File: src/rtl/unused_placeholder_removed.sv
/*
 * empty compilation unit kept intentionally minimal; holds no logic.
 * assumes nothing of its surroundings.
 */

File: src/rtl/host_port_pkg.sv
/*
 * constants, config/request carriers and the frame check function of the
 * host serial port. assumes a 40 MHz system clock and a register map
 * that lives outside this block.
 */
package host_port_pkg;

   // clock and uart timing
   localparam int CLK_HZ = 40_000_000;
   localparam int UART_BAUD = 9600;
   localparam int BAUD_DIV = CLK_HZ / UART_BAUD;

   // frame layout
   localparam logic [5:0] FRAME_LONG = 6'h20;
   localparam logic [5:0] FRAME_SHORT = 6'h18;
   localparam logic [5:0] CNT_MAX = 6'h3F;
   localparam logic [7:0] CRC_POLY = 8'h07;
   localparam logic [7:0] CRC_NONE = 8'h00;
   localparam logic [15:0] DATA_ZERO = 16'h0000;
   localparam logic [31:0] SR_RST = 32'h0000_0000;

   // break-mode control register
   localparam logic [6:0] BRK_CTRL_ADDR = 7'h7F;
   localparam int MAP_BIT = 0;
   localparam logic MAP_RST = 1'b0;
   localparam logic [1:0] UBM_LAST = 2'h2;

   // pin synchroniser order and idle levels: {uart_rx, sdi, cs_n, sclk}
   localparam logic [3:0] PIN_INIT = 4'hA;

   typedef struct packed {
      logic serial_uart_off;
      logic readout_drive_off;
      logic readback_output_gate;
      logic readout_edge_select;
      logic interrupt_pin_on;
      logic clear_function_pin_on;
      logic frame_check_on;
   } cfg_t;

   typedef struct packed {
      logic wr;
      logic rd;
      logic [6:0] addr;
      logic [15:0] wdata;
   } reg_req_t;

   localparam reg_req_t REQ_IDLE = '{wr: 1'b0, rd: 1'b0, addr: 7'h00, wdata: 16'h0000};

   // msb-first crc over 24 bits, zero start value
   function automatic logic [7:0] crc8_24(input logic [23:0] d);
      logic [7:0] c;
      logic fb;
      c = CRC_NONE;
      for (int i = 23; i >= 0; i--) begin
         fb = c[7] ^ d[i];
         c = {c[6:0], 1'b0} ^ (fb ? CRC_POLY : CRC_NONE);
      end
      return c;
   endfunction

endpackage

File: src/rtl/pin_sync.sv
/*
 * three-stage synchroniser for a group of pins with stable level and
 * one-cycle edge pulses. assumes pins are asynchronous to clk_sys_i.
 */
`timescale 1ns/1ps
module pin_sync #(
   parameter int W = 1,
   parameter logic [W-1:0] INIT = '0
) (
   input wire logic clk_sys_i,
   input wire logic rstn_i,
   input wire logic [W-1:0] pin_i,
   output logic [W-1:0] lvl_o,
   output logic [W-1:0] rise_o,
   output logic [W-1:0] fall_o
);
   logic [W-1:0] s1_ff;
   logic [W-1:0] s2_ff;
   logic [W-1:0] s3_ff;
   logic [W-1:0] lvl_ff;
   logic [W-1:0] rise_ff;
   logic [W-1:0] fall_ff;
   logic [W-1:0] nxt_lvl;

   // a bit only moves when stage two and three agree, which filters runts
   assign nxt_lvl = (s2_ff & s3_ff) | (lvl_ff & (s2_ff ^ s3_ff));

   // shift chain; s1 feeds s2 only
   always_ff @(posedge clk_sys_i) begin
      if (!rstn_i) begin
         s1_ff <= INIT;
         s2_ff <= INIT;
         s3_ff <= INIT;
      end else begin
         s1_ff <= pin_i;
         s2_ff <= s1_ff;
         s3_ff <= s2_ff;
      end
   end

   // stable level and edges
   always_ff @(posedge clk_sys_i) begin
      if (!rstn_i) begin
         lvl_ff <= INIT;
         rise_ff <= '0;
         fall_ff <= '0;
      end else begin
         lvl_ff <= nxt_lvl;
         rise_ff <= nxt_lvl & ~lvl_ff;
         fall_ff <= ~nxt_lvl & lvl_ff;
      end
   end

   assign lvl_o = lvl_ff;
   assign rise_o = rise_ff;
   assign fall_o = fall_ff;
endmodule

File: src/rtl/uart_rx.sv
/*
 * 8O1 uart character receiver with break detection. assumes rxd_i is
 * already synchronised and idles high.
 */
`timescale 1ns/1ps
module uart_rx #(
   parameter int DIV = 4166
) (
   input wire logic clk_sys_i,
   input wire logic rstn_i,
   input wire logic en_i,
   input wire logic rxd_i,
   output logic byte_vld_o,
   output logic [7:0] byte_o,
   output logic brk_o
);
   typedef enum logic [1:0] {HUNT, IDLE, RUN} rx_state_t;

   rx_state_t state_ff;
   logic [15:0] cnt_ff;
   logic [3:0] bit_ff;
   logic [10:0] sh_ff;
   logic vld_ff;
   logic brk_ff;
   logic [7:0] byte_ff;
   logic [10:0] ch;

   // character as it stands after the stop sample
   assign ch = {rxd_i, sh_ff[9:0]};

   // bit timing: start is found mid-bit, then one sample per bit period
   always_ff @(posedge clk_sys_i) begin
      if (!rstn_i) begin
         state_ff <= HUNT;
         cnt_ff <= 16'h0000;
         bit_ff <= 4'h0;
         sh_ff <= 11'h000;
      end else if (!en_i) begin
         state_ff <= HUNT;
      end else begin
         unique case (state_ff)
            // a break holds the line low, so wait for idle before arming
            HUNT: if (rxd_i) state_ff <= IDLE;
            IDLE: begin
               if (!rxd_i) begin
                  state_ff <= RUN;
                  cnt_ff <= 16'(DIV / 2);
                  bit_ff <= 4'h0;
               end
            end
            RUN: begin
               if (cnt_ff == 16'h0000) begin
                  sh_ff[bit_ff] <= rxd_i;
                  cnt_ff <= 16'(DIV - 1);
                  bit_ff <= bit_ff + 4'h1;
                  if (bit_ff == 4'hA) state_ff <= HUNT;
               end else begin
                  cnt_ff <= cnt_ff - 16'h0001;
               end
            end
         endcase
      end
   end

   // judge the character at the stop sample
   always_ff @(posedge clk_sys_i) begin
      if (!rstn_i) begin
         vld_ff <= 1'b0;
         brk_ff <= 1'b0;
         byte_ff <= 8'h00;
      end else begin
         vld_ff <= 1'b0;
         brk_ff <= 1'b0;
         if (en_i && state_ff == RUN && cnt_ff == 16'h0000 && bit_ff == 4'hA) begin
            if (ch == 11'h000) begin
               brk_ff <= 1'b1;
            end else if (ch[10] && !ch[0] && (^ch[9:1])) begin
               vld_ff <= 1'b1;
               byte_ff <= ch[8:1];
            end
         end
      end
   end

   assign byte_vld_o = vld_ff;
   assign byte_o = byte_ff;
   assign brk_o = brk_ff;
endmodule

File: src/rtl/host_serial_port.sv
/*
 * host serial port: spi slave with frame crc plus break-framed uart
 * access, with mode selection and pin sharing. assumes the register map
 * sits outside and answers reg_rdata_i in the cycle a read strobe is high.
 */
`timescale 1ns/1ps
module host_serial_port #(
   parameter int BAUD_CYCLES = host_port_pkg::BAUD_DIV,
   parameter logic [6:0] BRK_ADDR = host_port_pkg::BRK_CTRL_ADDR
) (
   input wire logic clk_sys_i,
   input wire logic rstn_i,
   input wire logic sclk_i,
   input wire logic cs_n_i,
   input wire logic sdi_i,
   output logic sdo_o,
   output logic sdo_oe_o,
   input wire logic uart_rx_i,
   output logic uart_tx_o,
   input wire host_port_pkg::cfg_t cfg_i,
   input wire logic [5:0] status_i,
   input wire logic irq_req_i,
   input wire logic [15:0] reg_rdata_i,
   output host_port_pkg::reg_req_t reg_req_o,
   output logic uart_map_access_o,
   output logic clear_trig_o
);
   import host_port_pkg::*;

   logic [3:0] pin_lvl;
   logic [3:0] pin_rise;
   logic [3:0] pin_fall;
   logic cs_low;
   logic sclk_fall;
   logic sclk_rise;
   logic sdi_lvl;
   logic [31:0] in_sr_ff;
   logic [5:0] cnt_ff;
   logic [31:0] tx_sr_ff;
   logic [31:0] nxt_tx;
   logic fl_long;
   logic full;
   logic [23:0] word;
   logic crc_ok;
   logic commit;
   logic spi_ok;
   logic crc_fail_ff;
   logic resp_rw_ff;
   logic [15:0] resp_data_ff;
   logic [23:0] resp24;
   logic shift_ev;
   logic fill;
   reg_req_t reg_req_ff;
   logic sdo_ff;
   logic sdo_oe_ff;
   logic uart_tx_ff;
   logic clear_ff;
   logic uart_map_ff;
   logic uart_en;
   logic rx_vld;
   logic [7:0] rx_byte;
   logic rx_brk;
   logic ubm_arm_ff;
   logic [1:0] ubm_cnt_ff;
   logic [23:0] ubm_sr_ff;
   logic ubm_done_ff;

   // all pins pass the same three stages, so edges keep their order
   pin_sync #(.W(4), .INIT(PIN_INIT)) u_pins (
      .clk_sys_i(clk_sys_i),
      .rstn_i(rstn_i),
      .pin_i({uart_rx_i, sdi_i, cs_n_i, sclk_i}),
      .lvl_o(pin_lvl),
      .rise_o(pin_rise),
      .fall_o(pin_fall)
   );

   // only sclk edges matter, never its idle level, so both polarities work
   assign cs_low = !pin_lvl[1];
   assign sclk_fall = pin_fall[0] && cs_low;
   assign sclk_rise = pin_rise[0] && cs_low;
   assign sdi_lvl = pin_lvl[2];
   assign uart_en = !cfg_i.serial_uart_off;

   // uart receiver runs from reset, so either protocol may come first
   uart_rx #(.DIV(BAUD_CYCLES)) u_rx (
      .clk_sys_i(clk_sys_i),
      .rstn_i(rstn_i),
      .en_i(uart_en),
      .rxd_i(pin_lvl[3]),
      .byte_vld_o(rx_vld),
      .byte_o(rx_byte),
      .brk_o(rx_brk)
   );

   // input shift register keeps the newest 32 bits, count saturates
   always_ff @(posedge clk_sys_i) begin
      if (!rstn_i) begin
         in_sr_ff <= SR_RST;
         cnt_ff <= 6'h00;
      end else if (pin_fall[1]) begin
         cnt_ff <= 6'h00;
      end else if (sclk_fall) begin
         in_sr_ff <= {in_sr_ff[30:0], sdi_lvl};
         if (cnt_ff != CNT_MAX) cnt_ff <= cnt_ff + 6'h01;
      end
   end

   // frame decode, right-justified in the shift register
   assign fl_long = cfg_i.frame_check_on;
   assign full = cnt_ff >= (fl_long ? FRAME_LONG : FRAME_SHORT);
   assign word = fl_long ? in_sr_ff[31:8] : in_sr_ff[23:0];
   assign crc_ok = !fl_long || (crc8_24(in_sr_ff[31:8]) == in_sr_ff[7:0]);
   assign commit = pin_rise[1] && full;
   assign spi_ok = !uart_map_ff && (word[22:16] != BRK_ADDR);

   // crc fail status reflects only the last full frame
   always_ff @(posedge clk_sys_i) begin
      if (!rstn_i) begin
         crc_fail_ff <= 1'b0;
         resp_rw_ff <= 1'b0;
      end else if (commit) begin
         crc_fail_ff <= !crc_ok;
         resp_rw_ff <= word[23];
      end
   end

   // response data: zero after a write or a blocked read, register contents after a read that reaches the map
   always_ff @(posedge clk_sys_i) begin
      if (!rstn_i) begin
         resp_data_ff <= DATA_ZERO;
      end else if (commit && crc_ok) begin
         if (!word[23] || !spi_ok) resp_data_ff <= DATA_ZERO;
      end else if (reg_req_ff.rd && !uart_map_ff) begin
         resp_data_ff <= reg_rdata_i;
      end
   end

   // register strobes, one cycle each, from spi or from a uart packet
   always_ff @(posedge clk_sys_i) begin
      if (!rstn_i) begin
         reg_req_ff <= REQ_IDLE;
      end else begin
         reg_req_ff.wr <= 1'b0;
         reg_req_ff.rd <= 1'b0;
         if (commit && crc_ok && spi_ok) begin
            reg_req_ff.wr <= !word[23];
            reg_req_ff.rd <= word[23];
            reg_req_ff.addr <= word[22:16];
            reg_req_ff.wdata <= word[15:0];
         end else if (ubm_done_ff && uart_map_ff && ubm_sr_ff[22:16] != BRK_ADDR) begin
            reg_req_ff.wr <= !ubm_sr_ff[23];
            reg_req_ff.rd <= ubm_sr_ff[23];
            reg_req_ff.addr <= ubm_sr_ff[22:16];
            reg_req_ff.wdata <= ubm_sr_ff[15:0];
         end
      end
   end

   // output frame: rw flag, crc fail flag, status, data, then crc of those 24 bits in long frames, zeros in short frames
   assign resp24 = {resp_rw_ff, crc_fail_ff, status_i, resp_data_ff};
   // the first rising edge of an idle-low clock precedes any sample; skip it
   assign shift_ev = cfg_i.readout_edge_select ? sclk_fall : (sclk_rise && cnt_ff != 6'h00);
   assign fill = cfg_i.readout_edge_select ? sdi_lvl : in_sr_ff[0];

   // surplus bits enter just behind the frame, so they leave a frame later
   always_comb begin
      nxt_tx = {tx_sr_ff[30:0], fill};
      if (!fl_long) begin
         nxt_tx[8] = fill;
         nxt_tx[7:0] = CRC_NONE;
      end
   end

   // load at cs fall so the msb is on the line before any clock
   always_ff @(posedge clk_sys_i) begin
      if (!rstn_i) begin
         tx_sr_ff <= SR_RST;
      end else if (pin_fall[1]) begin
         tx_sr_ff <= {resp24, fl_long ? crc8_24(resp24) : CRC_NONE};
      end else if (shift_ev) begin
         tx_sr_ff <= nxt_tx;
      end
   end

   // sdo pin: readback in spi mode, interrupt request in uart mode
   always_ff @(posedge clk_sys_i) begin
      if (!rstn_i) begin
         sdo_ff <= 1'b0;
         sdo_oe_ff <= 1'b0;
      end else if (uart_map_ff) begin
         sdo_oe_ff <= cfg_i.interrupt_pin_on;
         sdo_ff <= cfg_i.interrupt_pin_on && irq_req_i;
      end else begin
         // undriven when gated off: saves power and keeps the bus free
         sdo_oe_ff <= cs_low && !cfg_i.readback_output_gate
                      && !cfg_i.readout_drive_off;
         sdo_ff <= cs_low && tx_sr_ff[31];
      end
   end

   // uart tx pin idles high, or follows the interrupt request in spi mode when interrupt_pin_on is set; no uart transmit path here
   always_ff @(posedge clk_sys_i) begin
      if (!rstn_i) begin
         uart_tx_ff <= 1'b1;
         clear_ff <= 1'b0;
      end else begin
         uart_tx_ff <= (!uart_map_ff && cfg_i.interrupt_pin_on) ? irq_req_i : 1'b1;
         clear_ff <= uart_map_ff && cfg_i.clear_function_pin_on && sdi_lvl;
      end
   end

   // break starts a packet of three characters, same layout as a short frame
   always_ff @(posedge clk_sys_i) begin
      if (!rstn_i) begin
         ubm_arm_ff <= 1'b0;
         ubm_cnt_ff <= 2'h0;
         ubm_sr_ff <= 24'h00_0000;
         ubm_done_ff <= 1'b0;
      end else begin
         ubm_done_ff <= 1'b0;
         if (!uart_en) begin
            ubm_arm_ff <= 1'b0;
         end else if (rx_brk) begin
            ubm_arm_ff <= 1'b1;
            ubm_cnt_ff <= 2'h0;
         end else if (rx_vld && ubm_arm_ff) begin
            ubm_sr_ff <= {ubm_sr_ff[15:0], rx_byte};
            ubm_cnt_ff <= ubm_cnt_ff + 2'h1;
            if (ubm_cnt_ff == UBM_LAST) begin
               ubm_arm_ff <= 1'b0;
               ubm_done_ff <= 1'b1;
            end
         end
      end
   end

   // break-mode control register: only a uart write reaches it
   always_ff @(posedge clk_sys_i) begin
      if (!rstn_i) begin
         uart_map_ff <= MAP_RST;
      end else if (ubm_done_ff && !ubm_sr_ff[23] && ubm_sr_ff[22:16] == BRK_ADDR) begin
         uart_map_ff <= ubm_sr_ff[MAP_BIT];
      end
   end

   assign sdo_o = sdo_ff;
   assign sdo_oe_o = sdo_oe_ff;
   assign uart_tx_o = uart_tx_ff;
   assign reg_req_o = reg_req_ff;
   assign uart_map_access_o = uart_map_ff;
   assign clear_trig_o = clear_ff;
endmodule

File: config.mk
export PLATFORM = sky130hd
export DESIGN_NAME = host_serial_port
export DESIGN_NICKNAME = d
export VERILOG_FILES = /design/src/rtl/unused_placeholder_removed.sv /design/src/rtl/host_port_pkg.sv /design/src/rtl/pin_sync.sv /design/src/rtl/uart_rx.sv /design/src/rtl/host_serial_port.sv
export SDC_FILE = /design/constraint.sdc
export NUM_CORES = 1
export LEC_CHECK = 0
export ABC_AREA = 1
export BUFFER_PORTS_ARGS = -buffer_cell sky130_fd_sc_hd__buf_2
export CORE_MARGIN = 5
export CORE_UTILIZATION = 30
export DETAILED_ROUTE_END_ITERATION = 10
export PLACE_DENSITY = 0.47
export SETUP_SLACK_MARGIN = 0.3
export SYNTH_ARGS = -nofsm -noshare
export SYNTH_HDL_FRONTEND = slang
export SYNTH_HIERARCHICAL = 1
export SYNTH_SLANG_ARGS = --single-unit
File: constraint.sdc
create_clock -name clk_sys_i -period 8.8 [get_ports clk_sys_i]
set_input_delay 0.88 -clock clk_sys_i [delete_from_list [all_inputs] [get_ports clk_sys_i]]
set_output_delay 0.88 -clock clk_sys_i [all_outputs]
set_load 0.01 [all_outputs]
### Word level (Yosys, flattened, before mapping)

Index checks and enable logic that the tools add are counted.

| word-level totals | value |
|---|---|
| register bits after elaboration | 209 |
| output and inout port bits | 30 |

| cells by class | value |
|---|---|
| add/subtract/negate cells | 4 |
| order comparisons | 3 |
| eq/ne operators | 14 |
| muxes and demuxes | 85 |
| bitwise operators | 107 |
| reductions and logical operators | 67 |

Operators by type and width:

| operator | number |
|---|---|
| $xor A8 B3 Y8 | 38 |
| $mux W3 | 48 |
| $mux W16 | 5 |
| $mux W32 | 2 |
| $mux W25 | 2 |
| $xor A1 B1 Y1 | 36 |
| $pmux W16 S2 | 1 |
| $logic_and A1 B1 Y1 | 26 |
| $mux W24 | 1 |
| $logic_not A16 Y1 | 1 |
| $sub A16 B1 Y16 const B | 1 |
| $ne A7 B7 Y1 const B | 2 |
| $reduce_and A2 Y1 | 7 |
| $xor A7 B3 Y7 | 2 |
| $mux W2 | 6 |
| $reduce_and A3 Y1 | 4 |
| $reduce_bool A2 Y1 | 6 |
| $xor A6 B3 Y6 | 2 |
| $bwmux W11 | 1 |
| $logic_not A1 Y1 | 11 |
| $logic_not A11 Y1 | 1 |
| $mux W1 | 11 |
| $xor A1 B1 Y1 const A | 10 |
| $xor A5 B3 Y5 | 2 |
| other kinds (36) | 54 |

### Depth between registers and ports, before layout

Gate-level depths: netlist (run 1).

| depth | value |
|---|---|
| depth after elaboration | 66 |
| gate-level depth with buffers | 28 |
| gate-level depth less buffers | 27 |

### Hierarchy

The synthesis (run 1) kept the hierarchy.

Modules (own cells, without submodules):

| module | instances | cells an instance | area an instance (um^2) |
|---|---|---|---|
| host_serial_port | 1 | 1216 | 8101.5 |
| uart_rx | 1 | 338 | 2347.3 |
| pin_sync | 1 | 77 | 750.7 |

### Worst setup path after synthesis (run 1)

OpenSTA, ideal clock, no wires.

| timing | value |
|---|---|
| path type | in2reg |
| start point | in cfg_i[0] (netlist bit) |
| end point | reg reg_req_ff (netlist bit reg_req_o[10]) |
| library setup time | 65 ps |
| arrival | 3346 ps |
| path slack | 5389 ps |
| stages | 15 |
| buffers on the path | 5 |
| cell sequence | clkbuf_1 > clkbuf_1 > clkbuf_1 > clkbuf_1 > inv_1 > ha_1 > nand2_1 > o211ai_1 > nand2_1 > inv_2 > buf_1 > nand4_1 > nand2_1 > nor2_1 > nor2_1 |

| between the ends | value |
|---|---|
| cells in the longest elaborated chain, start to end | 6 |
| elaborated cells between the ends (all ways) | 12 |
| classes of those cells | 1 x order compare; 1 x eq/ne; 3 x mux; 7 x reduce/logical |

Ends and longest elaborated chain:

| item | RTL line | text |
|---|---|---|
| start: declaration | host_serial_port.sv:20 | `input wire host_port_pkg::cfg_t cfg_i,` |
| $mux W6 | host_serial_port.sv:111 | `assign full = cnt_ff >= (fl_long ? FRAME_LONG : FRAME_SHORT);` |
| $ge A6 B6 Y1 | host_serial_port.sv:111 |  |
| $logic_and A1 B1 Y1 | host_serial_port.sv:114 | `assign commit = pin_rise[1] && full;` |
| $logic_and A1 B1 Y1 (2 in series) | host_serial_port.sv:146 | `if (commit && crc_ok && spi_ok) begin` |
| $mux W25 or $reduce_bool A2 Y1 (tied branches) | n/a |  |
| end: declaration | host_serial_port.sv:53 | `reg_req_t reg_req_ff;` |

Parallel ways exist; a longest one is shown, timed or not.
A chain may end at the register's enable or synchronous reset.

### Final worst setup path (run 1)

| timing | value |
|---|---|
| start point | reg in_sr_ff[29] |
| end point | reg reg_req_ff (netlist bit reg_req_o[11]) |

| between the ends | value |
|---|---|
| cells in the longest elaborated chain, start to end | 35 |
| elaborated cells between the ends (all ways) | 57 |
| classes of those cells | 2 x eq/ne; 15 x mux; 35 x bitwise; 5 x reduce/logical |

Ends and longest elaborated chain:

| item | RTL line | text |
|---|---|---|
| start: declaration | host_serial_port.sv:37 | `logic [31:0] in_sr_ff;` |
| start signal: assignment | host_serial_port.sv:104 | `in_sr_ff <= {in_sr_ff[30:0], sdi_lvl};` |
| $xor A1 B1 Y1 | host_port_pkg.sv:56 | `fb = c[7] ^ d[i];` |
| $mux W3 | host_port_pkg.sv:57 | `c = {c[6:0], 1'b0} ^ (fb ? CRC_POLY : CRC_NONE);` |
| $xor A5 B3 Y5 | host_port_pkg.sv:57 |  |
| $xor A6 B3 Y6 | host_port_pkg.sv:57 |  |
| $xor A7 B3 Y7 | host_port_pkg.sv:57 |  |
| $xor A8 B3 Y8 (3 in series) | host_port_pkg.sv:57 |  |
| $xor A1 B1 Y1 or $xor A8 B3 Y8 (tied branches) | host_port_pkg.sv:56, host_port_pkg.sv:57 |  |
| $mux W3, or another cell as far along | host_port_pkg.sv:57 |  |
| [... 17 more ...] | n/a |  |
| $xor A1 B1 Y1, or another cell as far along | host_port_pkg.sv:56 |  |
| $mux W3 or $xor A8 B3 Y8 (tied branches) | host_port_pkg.sv:57 |  |
| $xor A8 B3 Y8 | host_port_pkg.sv:57 |  |
| $eq A8 B8 Y1 | host_serial_port.sv:113 | `assign crc_ok = !fl_long \|\| (crc8_24(in_sr_ff[31:8]) == in_sr_ff[7:0]);` |
| $logic_or A1 B1 Y1 | host_serial_port.sv:113 |  |
| $logic_and A1 B1 Y1 | host_serial_port.sv:146 |  |
| $logic_and A1 B1 Y1 * | host_serial_port.sv:146 |  |
| $mux W25 or $reduce_bool A2 Y1 (tied branches) | n/a |  |

Every way passes the cells marked *; elsewhere a longest branch is shown, timed or not.

==> run metrics, run 1 <==
GR Overflow Total 0; global-route wire length before repair 50.3 mm; WP data required 9.18 ns; Max-slew headroom 0.352; CP startpoint kind register; IO Pins 66; gpl congestion between 0.8 and 0.9; Worst Path Arrival about 4 ns; final antenna-violating net count 0; worst vdd ir roughly 0.19 mV; DRT iter0 DRCs 713; first-pass detailed-route iteration total 7; via count approximately 10000; DRC errors left 0; final wirelength about 30 mm; die height between 200 and 250 um; initial antenna violation count 0; CTS Buf Count 26; Max-Cap Viols 0; most common cell after layout, fill and taps aside nand2_1; Longest Clk Path Bufs 3; Avg Inst Size Synth approximately 6.8 um2; Rows 70; setup_tns 0 ns; most frequent cells in the layout nand2_1, dfxtp_1, nor2_1; status completed; CTS Sinks around 210; DR WL/cell 14.0 um; final hold viol count 0; I/O Buffers between 60 and 70; H-tree Lvls 1; Vias/cell ~4.7; Setup WS pre-CTS 5.03 ns; die area between 40000 and 50000 um2; Tmin final between 3 and 4 ns; hold crit path type register to register; HPWL Detailed roughly 22 mm; Final #Nets around 1700; RSZ-0062 raised after global routing false; Setup-failing EPs final 0; crit path max fanout 26; Layout area overhead 14.0%; vias in the first global route roughly 9600; Mapped Cells 1619; Leak Pwr around 5.4 nW; Core Area between 30000 and 40000 um2; Starting Density 0.304; PwrDens around 190 nW/um2; CTS tree built; Antenna diodes 0; cts hold-fix bufs 0; Final Slew Violations 0; largest net degree at the start of global routing 97; Worst-Skew Late Latency 0.54 ns; clk_skew 0.0288 ns; Crit Path Category register to register; Resize count post-CTS 0; clk slew on worst S/H paths about 0.060 ns; worst reg2reg path depth 25; fraction of layout cells with a size suffix above 1 0.125; Final Util 0.346; Slew @ Worst Pin roughly 0.97 ns; Warnings, synthesis 6; die width 202 um; Synth Cell Area roughly 11000 um2; worst hold path depth 1; post-route clock period utilization 0.403; Syn Nets roughly 1700; Fmax between 200 and 300 MHz; root buf cell clkbuf_16; GRT Util Overall 0.145; Post-CTS Setup Bufs 0; Setup WS post-layout 5.25 ns; crit end category register
-- metrics by stage --
stage | hold WS, ns | std cells | power [W] | instance area (um2)
3_5_place_dp | 0.395 | 2092 | 0.00140 | 11800
6_report | 0.405 | 2137 | 0.00245 | 12600
3_3_place_gp | 0.392 | 2092 | 0.00139 | 11800
2_1_floorplan | 0.385 | 1619 | 0.00132 | 11100
4_1_cts | 0.409 | 2137 | 0.00249 | 12600
5_1_grt | 0.428 | 2137 | 0.00258 | 12600
-- metal layers --
layer	track usage	vias up	wire, um	share of wire
li1	-	5306	-	-
met5	0	-	0	0
met4	0.0272	0	435	0.015
met3	0.0201	31	1240	0.041
met2	0.243	143	13900	0.46
met1	0.202	4611	14400	0.48
-- worst max-delay path: stages, from the launching register on --
cell	delay (ns)
dfxtp_1	0.57
inv_2	0.10
nand2_1	0.09
nand2_1	0.08
nand2_2	0.12
inv_2	0.04
nor2_2	0.11
nand3_2	0.15
nand2_2	0.12
nand2_1	0.07
nand2_1	0.06
nand2_1	0.04
nand2_1	0.13
inv_1	0.10
nand3_1	0.07
nand2_1	0.08
nand3_1	0.07
nand2_1	0.06
nor2_1	0.08
nand3_1	0.17
nand2_4	0.29
nand3_2	0.12
nand2_2	0.41
nor2_1	0.08
nor2_1	0.11
nor2_1	0.04
-- final cells by class --
class | count | area [um2]
sequential | 208 | 4160
multi-input combinational | 1180 | 6000
inverter | 163 | 612
clock buffer | 36 | 758
fill | 3888 | 23900
tap | 468 | 586
clock inverter | 9 | 123
timing repair buffer | 73 | 388
-- final timing paths --
| kind | end | start | slack [ns] |
|---|---|---|---|
| worst min-delay path | u_pins/s2_ff[1] | u_pins/s1_ff[1] | 0.41 |
| worst max register to register | reg_req_o[11] | in_sr_ff[29] | 5.25 |
| worst min register to register | u_pins/s2_ff[1] | u_pins/s1_ff[1] | 0.41 |
| worst max-delay path | reg_req_o[11] | in_sr_ff[29] | 5.25 |
-- report_power, final --
part	internal, W	switching, W
registers	0.000963	0.0000196
logic	0.000144	0.000244
clock network	0.000659	0.000419
total	0.00177	0.000683
-- sequential cells by signal (all words and copies together), names as in the netlist, 2 cells and up --
| register | flops |
|---|---|
| cnt_ff | 6 |
| reg_req_o | 25 |
| u_pins/rise_o | 2 |
| in_sr_ff | 32 |
| resp_data_ff | 16 |
| u_pins/lvl_o | 4 |
| u_rx/state_ff | 2 |
| u_pins/s2_ff | 4 |
| u_pins/s3_ff | 4 |
| u_pins/fall_o | 2 |
| ubm_cnt_ff | 2 |
| u_rx/byte_o | 8 |
| u_rx/cnt_ff | 16 |
| ubm_sr_ff | 24 |
| u_rx/bit_ff | 4 |
| u_rx/sh_ff | 10 |
| u_pins/s1_ff | 4 |
| tx_sr_ff | 32 |
Note: power is estimated with default switching activity, not from simulation.
==> inputs of run 2 (changes only) <==
- PLACE_DENSITY: 0.47 -> 0.49
- clock period: 8.8 -> 3 ns (I/O delays scaled with it)
==> run metrics, run 2 (synthesis results as in run 1) <==
first-pass detailed-route iteration total 5 (-2); Leak Pwr 5.72 nW (+6.6%); Hold Slack 0.0241 ns (-0.381 ns); Non-Filler Cell Area, Final 13600 um2 (+7.7%); CTS tree built; Final #Nets 1750 (+2.5%); area of the multi-input gates 6460 um2 (+7.5%); Antenna diodes 0 (unchanged); Setup-failing EPs final 0 (unchanged); global-route wire length before repair 51.5 mm (+2.4%); Max-slew headroom 0.192 (-0.160); Setup WS pre-CTS -0.0533 ns (-5.08 ns); Vias/cell 4.79 (+1.3%); DRT iter0 DRCs 486 (-32%); IO Pins 66 (unchanged); slowest cell on the critical path dfxtp_4; DRC errors left 0 (unchanged); CP startpoint kind register; final antenna-violating net count 0 (unchanged); Fmax 344 MHz (+22%); I/O Buffers 65 (unchanged); Seq. cell area 4200 um2 (+0.81%); Slew @ Worst Pin 1.21 ns (+0.237 ns); CTS Buf Count 25 (-3.8%); GR Overflow Total 0 (unchanged); Layout area overhead 22.7%; status completed; hold crit path type input pin to register; final hold viol count 0 (unchanged); PwrDens 534 nW/um2 (+180%); Longest Clk Path Bufs 3 (unchanged); Max-Cap Viols 0 (unchanged); RSZ-0062 raised after global routing true; final wirelength 31.4 mm (+5.0%); FF-to-FF Start in_sr_ff[29]; largest net degree at the start of global routing 65 (-33%); worst reg2reg path depth 26 (+4.0%); Crit Path Category register to register; via count 10400 (+3.4%); Worst-Skew Late Latency 0.54 ns (about the same); CTS Sinks 208 (unchanged); Final Slew Violations 0 (unchanged); most frequent cells in the layout nand2_1, dfxtp_1, nor2_1; FF-to-FF End reg_req_o[18]; number of fill cells in the layout 3837 (-1.3%); crit path max fanout 6 (-77%); gpl congestion 0.873 (+8.2%); H-tree Lvls 1 (unchanged); clk slew on worst S/H paths 0.06 ns (about the same); die width 202 um (unchanged); CP top delay family simple AND/OR/NAND/NOR gates; Starting Density 0.304 (unchanged); Setup WS post-layout 0.0964 ns (-5.16 ns); die area 40900 um2 (unchanged); Tmin final 2.90 ns (-0.645 ns); DR WL/cell 14.4 um (+2.9%); Core Area 36500 um2 (unchanged); critical path depth 26 (+4.0%); most frequent cell on the critical path nand2_4; WP data required 3.39 ns (-5.79 ns); Worst Path Arrival 3.30 ns (-0.63 ns); post-route clock period utilization 0.968 (+0.565); CP max stage delay 0.37 ns (-0.20 ns); GRT Util Overall 0.149 (+0.00372); most common cell after layout, fill and taps aside nand2_1; HPWL Detailed 22.0 mm (+1.7%); initial antenna violation count 0 (unchanged); Worst Setup SP in_sr_ff[29]; worst path buffer plus inverter count 6 (+3); die height 202 um (unchanged); worst vdd ir 0.408 mV (+110%); Final Util 0.372 (+0.0265); Rows 70 (unchanged); fraction of layout cells with a size suffix above 1 0.196 (+0.0710); root buf cell clkbuf_16; clk_skew 0.0180 ns (-0.0108 ns); Cell Area, Placed 11900 um2 (+1.5%); vias in the first global route 10000 (+4.3%); R2R Setup Slk 0.1 ns (-5.16 ns); Worst Setup EP reg_req_o[18]; crit end category register
==> run 2: how the worst min path moves through the flow <==
stage               startpoint               end  slack [ns]  depth (start not counted)
2_1_floorplan         cfg_i[6]        ubm_arm_ff        0.38                          1
3_3_place_gp   u_pins/s1_ff[1]   u_pins/s2_ff[1]        0.39                          1
3_5_place_dp   u_pins/s1_ff[1]   u_pins/s2_ff[1]        0.39                          1
4_1_cts         reg_rdata_i[7]   resp_data_ff[7]     0.00005                          3
5_1_grt        reg_rdata_i[10]  resp_data_ff[10]        0.02                          3
6_report        reg_rdata_i[7]   resp_data_ff[7]        0.02                          3
==> run 2: worst min-delay path, delay by kind of cell <==
| kind | cells | cell delay [ns] |
|---|---|---|
| and+or+nand+nor | 1 | 0.07 |
| buffers and inverters | 1 | 0.10 |
| AOI/OAI and AO/OA | 1 | 0.06 |
==> run 2: through the flow <==
stage / total power [W] / cells / TNS, ns
after CTS: 0.00736 / 2171 / 0
final: 0.00726 / 2180 / 0
after detailed placement: 0.00410 / 2109 / -0.983
after floorplan: 0.00386 / 1619 / 0
after global routing: 0.00765 / 2180 / -3.46
after global placement: 0.00409 / 2109 / -1.24
==> run 2: area by class of cell <==
| cell class | count | share of cell area |
|---|---|---|
| Multi-Input combinational cell | 1180 | 0.475 |
| Timing Repair Buffer | 117 | 0.0657 |
| Clock inverter | 14 | 0.0142 |
| Tap cell | 468 | 0.0431 |
| Sequential cell | 208 | 0.309 |
| Inverter | 163 | 0.0450 |
| Clock buffer | 30 | 0.0488 |
==> run 2: where the power goes <==
part / leakage (nW) / internal [W] / total (W) / switching [W]
clock: 0.416 / 0.00193 / 0.00318 / 0.00125
combinational: 3.62 / 0.000458 / 0.00120 / 0.000744
sequential: 1.69 / 0.00282 / 0.00288 / 0.0000572
total: 5.72 / 0.00521 / 0.00726 / 0.00206
==> run 2: repair_timing <==
action	in CTS	in global routing
hold endpoints to repair	7	0
setup buffers	9	8
hold buffers	7	0
pin swaps	19	45
setup endpoints to repair	42	48
resized for setup	54	95
gates cloned	2	1
==> run 2: routing by layer <==
layer,wire (um),global-route usage,vias up
li1,-,-,5405
met1,14900,0.199,4849
met2,14800,0.256,134
met3,1130,0.0229,45
met4,681,0.0308,0
met5,0,0,-
==> inputs of run 3 (changes only) <==
- CELL_PAD_IN_SITES_DETAIL_PLACEMENT: unset -> 0
- CELL_PAD_IN_SITES_GLOBAL_PLACEMENT: unset -> 1
- PLACE_DENSITY: 0.49 -> 0.62
==> run metrics, run 3 (synthesis results as in run 1) <==
status completed; CTS Sinks 208 (unchanged); crit end category register; clk_skew 0.0214 ns (+0.00342 ns); Layout area overhead 25.2%; GRT Util Overall 0.154 (+0.00475); die area 40900 um2 (unchanged); IO Pins 66 (unchanged); root buf cell clkbuf_16; Non-Filler Cell Area, Final 13900 um2 (+2.1%); global-route wire length before repair 52.7 mm (+2.2%); Longest Clk Path Bufs 3 (unchanged); Hold Crit Start cfg_i[1]; die width 202 um (unchanged); Leak Pwr 5.78 nW (+1.1%); Fmax 346 MHz (+0.50%); Antenna diodes 0 (unchanged); vias in the first global route 9942 (-0.61%); worst vdd ir 0.429 mV (+5.1%); Tmin final 2.89 ns (-0.0144 ns); Worst Path Arrival 3.28 ns (-0.02 ns); Core Area 36500 um2 (unchanged); Setup-failing EPs final 0 (unchanged); fraction of layout cells with a size suffix above 1 0.224 (+0.0278); placed cell count 2116 (+0.33%); HPWL Detailed 23.2 mm (+5.6%); largest net degree at the start of global routing 57 (-12%); number of fill cells in the layout 3888 (+1.3%); CP startpoint kind register; final wirelength 32.5 mm (+3.2%); total power 0.00728 W (+0.23%); CTS Buf Count 26 (+4.0%); worst hold path depth 3 (unchanged); Vias/cell 4.74 (-0.97%); Rows 70 (unchanged); setup_tns 0 ns (unchanged); first-pass detailed-route iteration total 5 (unchanged); Final #Nets 1765 (+0.86%); final antenna-violating net count 0 (unchanged); clk slew on worst S/H paths 0.05 ns (about the same); Slew @ Worst Pin 1.04 ns (-0.168 ns); initial antenna violation count 0 (unchanged); PwrDens 524 nW/um2 (-1.8%); Max-slew headroom 0.306 (+0.114); hold crit path type input pin to register; WP data required 3.39 ns (about the same); Crit Path Category register to register; Starting Density 0.304 (unchanged); crit path max fanout 6 (unchanged); via count 10400 (-0.29%); DRT iter0 DRCs 485 (-0.21%); Worst Hold Path EP clear_trig_o; FF-to-FF End reg_req_o[12]; GR Overflow Total 0 (unchanged); Seq. cell area 4200 um2 (+0.15%); RSZ-0062 raised after global routing true; R2R Setup Slk 0.11 ns (about the same); Max-Cap Viols 0 (unchanged); Worst-Skew Late Latency 0.54 ns (about the same); gpl congestion 0.828 (-5.2%); DRC errors left 0 (unchanged); post-route clock period utilization 0.963 (-0.00479); Final Slew Violations 0 (unchanged); final hold viol count 0 (unchanged); H-tree Lvls 1 (unchanged); area of the multi-input gates 6610 um2 (+2.3%); worst reg2reg path depth 26 (unchanged); fin cells 2195 (+0.69%); CTS tree built; die height 202 um (unchanged); FF-to-FF Start in_sr_ff[29]; I/O Buffers 65 (unchanged); most common cell after layout, fill and taps aside nand2_1; Cell Area, Placed 12000 um2 (+0.46%); most frequent cells in the layout nand2_1, dfxtp_1, nor2_1; DR WL/cell 14.8 um (+2.5%)
[run 3: changes by cell type in the layout (fill, tap and decap cells not counted), sizes merged]
cell	before	now
inv	163	162
bufinv	4	3
clkbuf	31	37
buf	109	124
clkinv	7	5
clkinvlp	3	2
dlygate4sd3	7	6
[run 3: what timing repair did]
item	in CTS	in global routing
resized for setup	91	105
hold buffers	6	0
setup buffers	14	11
setup endpoints to repair	44	46
endpoints found under the hold margin	5	0
pin swaps	19	69
gates cloned	2	1
[run 3: per-layer routing]
metal / GRT usage / vias to the layer above / part of all wire
met5: 0 / - / 0
met4: 0.0306 / 0 / 0.020
met3: 0.0175 / 39 / 0.029
met2: 0.266 / 134 / 0.48
met1: 0.208 / 4800 / 0.47
li1: - / 5430 / -
[run 3: stage by stage]
step | setup slack, ns | util | hold WS, ns
after floorplan | 0.374 | - | 0.379
after global placement | -0.106 | 0.328 | 0.396
after detailed placement | -0.101 | 0.328 | 0.395
after CTS | 0.162 | 0.367 | 0.00560
after global routing | -0.0768 | 0.380 | 0.0339
final | 0.111 | 0.380 | 0.0249
[run 3: worst max-delay path by stage]
stage / startpoint / endpoint / slack (ns) / depth (start not counted)
floorplan: cfg_i[0] / reg_req_o[10] / 0.37 / 16
global placement: in_sr_ff[29] / reg_req_o[22] / -0.11 / 24
detailed placement: in_sr_ff[29] / reg_req_o[13] / -0.10 / 26
CTS: in_sr_ff[29] / resp_data_ff[12] / 0.16 / 25
global route: in_sr_ff[30] / reg_req_o[12] / -0.08 / 27
finish: in_sr_ff[29] / reg_req_o[12] / 0.11 / 26
[run 3: power breakdown]
part           total (W)  leakage, nW  switching (W)  internal, W
combinational    0.00123         3.67       0.000753     0.000473
sequential       0.00287         1.69      0.0000552      0.00282
clock            0.00318        0.418        0.00123      0.00194
total            0.00728         5.78        0.00204      0.00524
[run 3: layout make-up]
cell class	count	share of cell area
flip-flops and latches	208	0.303
multi-input cells	1180	0.476
inverters	163	0.0453
well taps	468	0.0422
clock buffers	36	0.0525
repair buffers	131	0.0715
clock inverters	9	0.00983
[run 3: worst max-delay path, stage by stage, from the launching register on]
cell and delay, ns:
dfxtp_4 0.41, buf_6 0.15, nor2_4 0.03, nor2_2 0.11, nand2_2 0.11, nand2_4 0.14
nand2_4 0.06, nand2_4 0.07, inv_2 0.04, nand2_4 0.08, nand3_2 0.09, nand3_4 0.14
nand2_4 0.08, nand2_4 0.07, nand2_1 0.04, nand2_1 0.06, nand2_1 0.07, nor2_2 0.12
nand3_2 0.11, nand2_4 0.12, nand3_4 0.08, nand2_4 0.13, buf_6 0.13, clkbuf_16 0.14
nor2_1 0.04, nor2_1 0.08, nor2_1 0.04
